<file path="config.mk">
export PLATFORM = sky130hd
export DESIGN_NAME = eeprom_device_flat
export DESIGN_NICKNAME = d
export VERILOG_FILES = /design/src/rtl/eeprom_pkg.sv /design/src/rtl/eeprom_link.sv /design/src/rtl/pin_sync.sv /design/src/rtl/eeprom_device.sv /design/src/flat_wrapper.sv
export SDC_FILE = /design/constraint.sdc
export NUM_CORES = 2
export LEC_CHECK = 0
export BUFFER_PORTS_ARGS = -buffer_cell sky130_fd_sc_hd__buf_2
export CAP_MARGIN = 40
export CORE_MARGIN = 2
export CORE_UTILIZATION = 46
export CTS_BUF_LIST = sky130_fd_sc_hd__clkbuf_8
export CTS_CLUSTER_SIZE = 10
export DETAILED_ROUTE_END_ITERATION = 10
export HOLD_SLACK_MARGIN = 0.12
export PLACE_DENSITY = 0.6
export SYNTH_ARGS = -nofsm -noshare
export SYNTH_HDL_FRONTEND = slang
export SYNTH_SLANG_ARGS = --single-unit
export TNS_END_PERCENT = 50
</file>
<file path="constraint.sdc">
create_clock -name clk_sys -period 9.3 [get_ports clk_sys]
set_input_delay 1.86 -clock clk_sys [delete_from_list [all_inputs] [get_ports clk_sys]]
set_output_delay 1.86 -clock clk_sys [all_outputs]
set_load 0.02 [all_outputs]
</file>
<file path="src/rtl/eeprom_pkg.sv">
package eeprom_pkg;

  // ----------------------------------------------------------------
  // clock and timing
  // ----------------------------------------------------------------
  localparam int CLK_MHZ          = 25;
  localparam int PROG_TIME_TYP_US = 4000;
  localparam int PROG_TIME_MAX_US = 8000;
  localparam int PROG_CYCLES      = PROG_TIME_TYP_US * CLK_MHZ;
  localparam int SCK_HALF_CYCLES  = 8;
  localparam int DESEL_CYCLES     = 8;
  localparam int STATUS_WAIT      = 8;

  // ----------------------------------------------------------------
  // array shape and contents
  // ----------------------------------------------------------------
  localparam int          WORD_W     = 16;
  localparam int          ADDR_W_DEF = 6;
  localparam logic [15:0] BLANK_WORD = 16'hffff;

  // ----------------------------------------------------------------
  // command encodings after the start bit
  // ----------------------------------------------------------------
  localparam logic [1:0] OP_READ    = 2'h2;
  localparam logic [1:0] OP_WRITE   = 2'h1;
  localparam logic [1:0] OP_ERASE   = 2'h3;
  localparam logic [1:0] OP_EXT     = 2'h0;
  localparam logic [1:0] EXT_FILL   = 2'h1;
  localparam logic [1:0] EXT_CLEAR  = 2'h2;
  localparam logic [1:0] EXT_UNLOCK = 2'h3;
  localparam logic [1:0] EXT_LOCK   = 2'h0;

  typedef enum logic [2:0] {
    CMD_READ   = 3'b000,
    CMD_WRITE  = 3'b001,
    CMD_ERASE  = 3'b010,
    CMD_FILL   = 3'b011,
    CMD_CLEAR  = 3'b100,
    CMD_UNLOCK = 3'b101,
    CMD_LOCK   = 3'b110
  } cmd_t;

endpackage : eeprom_pkg

</file>
<file path="src/rtl/eeprom_link.sv">
`timescale 1ns/1ps
`default_nettype none

// ------------------------------------------------------------------
// four-wire link; serial output line pulled high when undriven
// ------------------------------------------------------------------
interface eeprom_link;
  logic chipSelect;
  logic serialShiftClock;
  logic serialIn;
  logic serialOutData;
  logic serialOutEn;
  logic serialOut;

  assign serialOut = serialOutEn ? serialOutData : 1'b1;

  modport device (
    input  chipSelect,
    input  serialShiftClock,
    input  serialIn,
    output serialOutData,
    output serialOutEn
  );

  modport host (
    output chipSelect,
    output serialShiftClock,
    output serialIn,
    input  serialOut
  );
endinterface : eeprom_link

`default_nettype wire

</file>
<file path="src/rtl/pin_sync.sv">
`timescale 1ns/1ps
`default_nettype none

// ------------------------------------------------------------------
// two-stage synchroniser with edge detect on the settled stage
// ------------------------------------------------------------------
module pin_sync (
  input  wire logic clk_sys,
  input  wire logic reset,
  input  wire logic pinIn,
  output logic      level,
  output logic      rise,
  output logic      fall
);
  logic meta_q;
  logic settled_q;
  logic prev_q;

  always_ff @(posedge clk_sys)
  begin
    if (reset)
    begin
      meta_q    <= 1'b0;
      settled_q <= 1'b0;
      prev_q    <= 1'b0;
    end
    else
    begin
      meta_q    <= pinIn;
      settled_q <= meta_q;
      prev_q    <= settled_q;
    end
  end

  assign level = settled_q;
  assign rise  = settled_q & ~prev_q;
  assign fall  = ~settled_q & prev_q;
endmodule : pin_sync

`default_nettype wire

</file>
<file path="src/rtl/eeprom_device.sv">
`timescale 1ns/1ps
`default_nettype none

module eeprom_device
  import eeprom_pkg::*;
#(
  parameter int ADDR_W      = ADDR_W_DEF,
  parameter int PROG_CYC    = PROG_CYCLES
) (
  input  wire logic clk_sys,
  input  wire logic reset,
  eeprom_link.device link,
  output logic      progEnabled,
  output logic      progBusy
);
  if (ADDR_W < 2 || ADDR_W > 16)
    $error("ADDR_W out of range");
  if (PROG_CYC < 2)
    $error("PROG_CYC too small");

  localparam int CNT_W = $clog2(PROG_CYC + 1);

  typedef enum logic [2:0] {
    ST_INIT = 3'b000,
    ST_IDLE = 3'b001,
    ST_WAIT = 3'b010,
    ST_CMD  = 3'b011,
    ST_RDO  = 3'b100,
    ST_DATA = 3'b101,
    ST_END  = 3'b110,
    ST_PROG = 3'b111
  } dev_state_t;

  dev_state_t        state_q;
  logic [4:0]        bitCnt_q;
  logic [ADDR_W+1:0] cmdSr_q;
  logic [ADDR_W+1:0] cmdNext;
  logic [15:0]       dataSr_q;
  logic [ADDR_W-1:0] addr_q;
  logic [ADDR_W-1:0] addrNext;
  logic [ADDR_W-1:0] sweep_q;
  logic              sweepAll_q;
  logic              sweepDone_q;
  logic [15:0]       wrData_q;
  logic [CNT_W-1:0]  busyCnt_q;
  logic              over_q;
  logic              progEn_q;
  logic              statusShow_q;
  logic              doData_q;
  logic              doEn_q;
  logic              csLvl;
  logic              sckRise;
  logic              diLvl;
  logic              lastCmdBit;
  logic [1:0]        op;
  logic [1:0]        ext;
  logic [1:0]        newOp;
  logic              memWe;
  logic [15:0]       mem [2**ADDR_W];

  // ----------------------------------------------------------------
  // pin synchronisers
  // ----------------------------------------------------------------
  pin_sync csSync (
    .clk_sys (clk_sys),
    .reset   (reset),
    .pinIn   (link.chipSelect),
    .level   (csLvl),
    .rise    (),
    .fall    ()
  );

  pin_sync sckSync (
    .clk_sys (clk_sys),
    .reset   (reset),
    .pinIn   (link.serialShiftClock),
    .level   (),
    .rise    (sckRise),
    .fall    ()
  );

  pin_sync diSync (
    .clk_sys (clk_sys),
    .reset   (reset),
    .pinIn   (link.serialIn),
    .level   (diLvl),
    .rise    (),
    .fall    ()
  );

  // ----------------------------------------------------------------
  // decode
  // ----------------------------------------------------------------
  assign cmdNext    = {cmdSr_q[ADDR_W:0], diLvl};
  assign lastCmdBit = bitCnt_q == 5'(ADDR_W + 1);
  assign newOp      = cmdNext[ADDR_W+1:ADDR_W];
  assign op         = cmdSr_q[ADDR_W+1:ADDR_W];
  assign ext        = cmdSr_q[ADDR_W-1:ADDR_W-2];
  assign addrNext   = addr_q + 1'b1;

  // ----------------------------------------------------------------
  // array
  // ----------------------------------------------------------------
  assign memWe = (state_q == ST_INIT) ||
                 (state_q == ST_PROG && !sweepDone_q);

  always_ff @(posedge clk_sys)
  begin
    if (memWe)
      mem[sweep_q] <= (state_q == ST_INIT) ? BLANK_WORD : wrData_q;
  end

  // ----------------------------------------------------------------
  // command sequencer
  // ----------------------------------------------------------------
  always_ff @(posedge clk_sys)
  begin
    if (reset)
    begin
      state_q      <= ST_INIT;
      bitCnt_q     <= 5'h00;
      cmdSr_q      <= '0;
      dataSr_q     <= 16'h0000;
      addr_q       <= '0;
      sweep_q      <= '0;
      sweepAll_q   <= 1'b0;
      sweepDone_q  <= 1'b1;
      wrData_q     <= 16'h0000;
      busyCnt_q    <= '0;
      over_q       <= 1'b0;
      progEn_q     <= 1'b0;
      statusShow_q <= 1'b0;
    end
    else if (state_q == ST_INIT)
    begin
      sweep_q <= sweep_q + 1'b1;
      if (&sweep_q)
        state_q <= ST_IDLE;
    end
    else if (state_q == ST_PROG)
    begin
      // pins are not looked at here
      busyCnt_q <= busyCnt_q + 1'b1;
      if (!sweepDone_q)
      begin
        sweep_q <= sweep_q + 1'b1;
        if (!sweepAll_q || &sweep_q)
          sweepDone_q <= 1'b1;
      end
      if (busyCnt_q == CNT_W'(PROG_CYC - 1))
        state_q <= ST_IDLE;
    end
    else if (!csLvl)
    begin
      state_q <= ST_IDLE;
      if (state_q == ST_END && !over_q)
      begin
        if (op == OP_EXT && ext == EXT_UNLOCK)
          progEn_q <= 1'b1;
        else if (op == OP_EXT && ext == EXT_LOCK)
          progEn_q <= 1'b0;
        else if (progEn_q)
        begin
          state_q      <= ST_PROG;
          busyCnt_q    <= '0;
          statusShow_q <= 1'b1;
          sweepDone_q  <= 1'b0;
          sweepAll_q   <= op == OP_EXT;
          sweep_q      <= (op == OP_EXT) ? '0 : cmdSr_q[ADDR_W-1:0];
          wrData_q     <= (op == OP_WRITE ||
                           (op == OP_EXT && ext == EXT_FILL)) ?
                          dataSr_q : BLANK_WORD;
        end
      end
    end
    else
    begin
      case (state_q)
        ST_IDLE:
          state_q <= ST_WAIT;
        ST_WAIT:
          if (sckRise && diLvl)
          begin
            state_q      <= ST_CMD;
            bitCnt_q     <= 5'h00;
            statusShow_q <= 1'b0;
          end
        ST_CMD:
          if (sckRise)
          begin
            cmdSr_q  <= cmdNext;
            bitCnt_q <= bitCnt_q + 5'h01;
            over_q   <= 1'b0;
            if (lastCmdBit)
            begin
              bitCnt_q <= 5'h00;
              if (newOp == OP_READ)
              begin
                state_q  <= ST_RDO;
                addr_q   <= cmdNext[ADDR_W-1:0];
                dataSr_q <= mem[cmdNext[ADDR_W-1:0]];
              end
              else if (newOp == OP_WRITE ||
                       (newOp == OP_EXT &&
                        cmdNext[ADDR_W-1:ADDR_W-2] == EXT_FILL))
                state_q <= ST_DATA;
              else
                state_q <= ST_END;
            end
          end
        ST_DATA:
          if (sckRise)
          begin
            dataSr_q <= {dataSr_q[14:0], diLvl};
            bitCnt_q <= bitCnt_q + 5'h01;
            if (bitCnt_q == 5'h0f)
              state_q <= ST_END;
          end
        ST_END:
          if (sckRise)
            over_q <= 1'b1;
        ST_RDO:
          if (sckRise)
          begin
            if (bitCnt_q == 5'h0f)
            begin
              bitCnt_q <= 5'h00;
              addr_q   <= addrNext;
              dataSr_q <= mem[addrNext];
            end
            else
            begin
              bitCnt_q <= bitCnt_q + 5'h01;
              dataSr_q <= {dataSr_q[14:0], 1'b0};
            end
          end
        default:
          state_q <= ST_IDLE;
      endcase
    end
  end

  // ----------------------------------------------------------------
  // serial output driver
  // ----------------------------------------------------------------
  always_ff @(posedge clk_sys)
  begin
    if (reset || !csLvl)
    begin
      doEn_q   <= 1'b0;
      doData_q <= 1'b0;
    end
    else if (state_q == ST_CMD && sckRise && lastCmdBit &&
             newOp == OP_READ)
    begin
      doEn_q   <= 1'b1;
      doData_q <= 1'b0;
    end
    else if (state_q == ST_RDO)
    begin
      doEn_q <= 1'b1;
      if (sckRise)
        doData_q <= dataSr_q[15];
    end
    else if (statusShow_q && (state_q == ST_PROG ||
             state_q == ST_IDLE || state_q == ST_WAIT) &&
             !(state_q == ST_WAIT && sckRise && diLvl))
    begin
      doEn_q   <= 1'b1;
      doData_q <= state_q != ST_PROG;
    end
    else
    begin
      doEn_q   <= 1'b0;
      doData_q <= 1'b0;
    end
  end

  assign link.serialOutData = doData_q;
  assign link.serialOutEn   = doEn_q;
  assign progEnabled        = progEn_q;
  assign progBusy           = state_q == ST_PROG;
endmodule : eeprom_device

`default_nettype wire

</file>
<file path="src/flat_wrapper.sv">
// flat-port wrapper written by rule: the top's interface ports become plain ports
module eeprom_device_flat import eeprom_pkg::*;
#(
  parameter int ADDR_W      = ADDR_W_DEF,
  parameter int PROG_CYC    = PROG_CYCLES
)
  (clk_sys, reset, progEnabled, progBusy, link_chipSelect, link_serialShiftClock, link_serialIn, link_serialOutData, link_serialOutEn);
  eeprom_link link_i ();
  input  wire logic clk_sys;
  input  wire logic reset;
  output logic progEnabled;
  output logic progBusy;
  input wire logic [$bits(link_i.chipSelect)-1:0] link_chipSelect;
  input wire logic [$bits(link_i.serialShiftClock)-1:0] link_serialShiftClock;
  input wire logic [$bits(link_i.serialIn)-1:0] link_serialIn;
  output wire logic [$bits(link_i.serialOutData)-1:0] link_serialOutData;
  output wire logic [$bits(link_i.serialOutEn)-1:0] link_serialOutEn;
  assign link_i.chipSelect = link_chipSelect;
  assign link_i.serialShiftClock = link_serialShiftClock;
  assign link_i.serialIn = link_serialIn;
  assign link_serialOutData = link_i.serialOutData;
  assign link_serialOutEn = link_i.serialOutEn;
  eeprom_device #(.ADDR_W(ADDR_W), .PROG_CYC(PROG_CYC)) u_core (.clk_sys(clk_sys), .reset(reset), .link(link_i), .progEnabled(progEnabled), .progBusy(progBusy));
endmodule
</file>
==> flow_metrics.env <==
export IMPL_postCtsSetupRepairBufs=0
export IMPL_grt_pass1_wl_mm=245
export IMPL_use_met1=0.399
export IMPL_worst_path_max_fanout=104
export IMPL_cts_max_level=4
export IMPL_hp_class="reg2reg"
export IMPL_syn_avg_cell_area_um2=17.1
export IMPL_power_density_nw_per_um2=176
export IMPL_busiest_layer="met2"
export IMPL_syn_nets=3050
export IMPL_clock_sink_count=1115
export IMPL_max_slew_margin=0.254
export IMPL_fp_row_count=123
export IMPL_die_y_um=340
export IMPL_clk_pin_slew_ps=70
export IMPL_clk_latency_ps=900
export IMPL_clockRootBuffer="clkbuf_8"
export IMPL_worst_setup_path_start_kind="flip-flop"
export IMPL_drcViolationCount=0
export IMPL_power_frac_seq=0.551
export IMPL_finalPower_mw=10.2
export IMPL_arrival_ps=5700
export IMPL_max_stage_delay_ps=770
export IMPL_setup_violations=0
export IMPL_gr_usage_met3=0.0744
export IMPL_netlist_area_um2=52000
export IMPL_via_per_inst=6.82
export IMPL_fin_crit_ps=4950
export IMPL_ys_flop_type="edfxtp_1"
export IMPL_critPathKind="reg2reg"
export IMPL_synth_edff_count=1024
export IMPL_antenna_left=0
export IMPL_final_layout_size_suffix_gt1_frac=0.297
export IMPL_syn_inst=3039
export IMPL_antenna_found_initial=10
export IMPL_worst_pin_slew_ps=1110
export IMPL_grt_max_degree=105
export IMPL_first_iter_violations=4775
export IMPL_synthArstFlopShare=0
export IMPL_outcome="complete, no violations"
export IMPL_dp_final_hpwl_mm=106
export IMPL_clock_fmax_mhz=202
export IMPL_drt_pass1_iter_count=9
export IMPL_grt_overflow=0
export IMPL_cts_buffer_depth=3
export IMPL_grt_pass1_vias=32615
export IMPL_final_nets=3160
export IMPL_ir_drop_mv=0.133
export IMPL_maxCapViolCount=0
export IMPL_hold_buffers=0
export IMPL_track_usage=0.299
export IMPL_final_common_cell="edfxtp_1"
export IMPL_place_congestion=0.977
export IMPL_cpMaxStageDelayCell="ha_4"
export IMPL_wirelength_mm=173
export IMPL_intPower_mw=7.76
export IMPL_power_frac_comb=0.048
export IMPL_finalCritPeriodShare=0.533
export IMPL_finalSetupTns_ps=0
export IMPL_cts_buffers=187
export IMPL_synth_cell_type_count=72
export IMPL_mostFrequentLayoutCells="edfxtp_1 (1024), mux4_2 (480), clkbuf_8 (191)"
export IMPL_grtUsageMet2=0.458
export IMPL_crit_required_ps=10040
export IMPL_vias=32835
export IMPL_rsz0062_at_grt="no"
export IMPL_pwr_share_clk=0.402
export IMPL_synth_seq_cells=1115
export IMPL_post_drt_wl_per_cell_um=36.0
export IMPL_dieArea_um2=116000
export IMPL_yosys_area_top_type="edfxtp_1"
export IMPL_yosysTopAreaCellShare=0.591
export IMPL_cp_common_cell="buf_12"
export IMPL_synth_area_leaders="edfxtp_1 (59%), mux4_2 (21%), dfxtp_1 (3.5%)"
export IMPL_die_w_um=340
export IMPL_fill_cells=9066
export IMPL_fin_util=0.517
export IMPL_cts_resized=0
export IMPL_synthToLayoutAreaGrowth_pct=11.6
export IMPL_setup_ws_ps=4350
export IMPL_seq_area_frac_synth=0.626
export IMPL_cts_tree="yes"
export IMPL_core_area_um2=112000
export IMPL_end_kind="flip-flop"
export IMPL_yosys_warnings=0
export IMPL_p_switching_mw=2.46
export IMPL_path_cells="buf_12 > ha_4 > buf_12 > mux4_1 > mux4_2 > o2bb2ai_1 > or4_4 > a221oi_2 > a311oi_1"
export IMPL_hold_violations=0
export IMPL_slew_violations=0
export IMPL_port_buffers=8
export IMPL_netSwitchingFraction=0.241
export IMPL_dp_slack_ps=4340
export IMPL_clock_skew_ps=45.5
export IMPL_ioPinCount=9
export IMPL_p_leak_nw=17.2
export IMPL_start_util=0.463
-- metrics by stage --
stage               std cells  cell area [µm²]  hold WS [ps]
floorplan                3039            52000           414
global placement         4439            54300           439
detailed placement       4460            54600           447
CTS                      4808            58100           454
global route             4809            58100           466
finish                   4811            58100           448
-- metal layers --
layer | vias to the layer above | part of all wire
met1 | 17149 | 0.37
met2 | 2289 | 0.46
met3 | 471 | 0.11
met5 | - | 0.00040
met4 | 10 | 0.059
li1 | 12916 | -
-- power by group through the flow --
stage	registers, mW	clock network [mW]	logic, mW
after detailed placement	5.73	0	0.481
after CTS	5.63	4.16	0.482
after global placement	5.73	0	0.460
final	5.63	4.11	0.490
after floorplan	5.72	0	0.263
after global routing	5.63	4.40	0.512
-- cells by family after synthesis --
family / share of synthesized area
flops: 0.626
xor+xnor: 0.00385
simple gates: 0.0500
buf+inv: 0.0217
fa+ha+maj: 0.00144
compound gates: 0.0555
mux: 0.242
-- cell type report --
cell class / instances / area, µm² / area share
Multi-Input combinational cell: 1677 / 18700 / 0.322
Tap cell: 1500 / 1880 / 0.0323
Clock buffer: 191 / 2630 / 0.0453
Timing Repair Buffer: 152 / 1400 / 0.0241
Inverter: 16 / 60.1 / 0.00103
Sequential cell: 1115 / 32600 / 0.561
Clock inverter: 157 / 836 / 0.0144
Antenna cell: 3 / 7.51 / 0.000129
-- state kept, by name (all words and copies together) (netlist names), 3 cells and up --
signal,cells
u_core.state_q,3
u_core.addr_q,6
u_core.sweep_q,6
u_core.bitCnt_q,5
u_core.dataSr_q,16
u_core.cmdSr_q,8
u_core.wrData_q,16
u_core.busyCnt_q,17
u_core.mem,1024
-- critical path, delay by kind of cell, from the launching register on --
family	cells	cell delay, ps
muxes	2	1100
buffers and inverters	2	980
adders and majority gates	1	770
AOI/OAI and AO/OA	3	730
and+or+nand+nor	1	620
DFF	1	430
-- Yosys cell counts, types with 19 or more instances --
master / count
a211oi_1: 19
a21oi_1: 126
a22oi_1: 79
buf_1: 30
buf_2: 60
buf_4: 20
clkbuf_1: 114
dfxtp_1: 91
edfxtp_1: 1024
mux2i_1: 158
mux4_2: 480
nand2_1: 151
nand2b_1: 38
nand3_1: 59
nor2_1: 186
nor2b_1: 21
nor3_1: 35
o21ai_0: 42
o22ai_1: 52
-- final timing paths --
| path | endpoint | depth (start not counted) | slack, ps | start |
|---|---|---|---|---|
| worst min register to register | u_core.csSync.level | 1 | 450 | u_core.csSync.meta_q |
| worst min-delay path | u_core.csSync.level | 1 | 450 | u_core.csSync.meta_q |
| worst max register to register | u_core.dataSr_q[14] | 9 | 4350 | u_core.addr_q[0] |
| worst max-delay path | u_core.dataSr_q[14] | 9 | 4350 | u_core.addr_q[0] |
(Power assumes the default switching activity.)
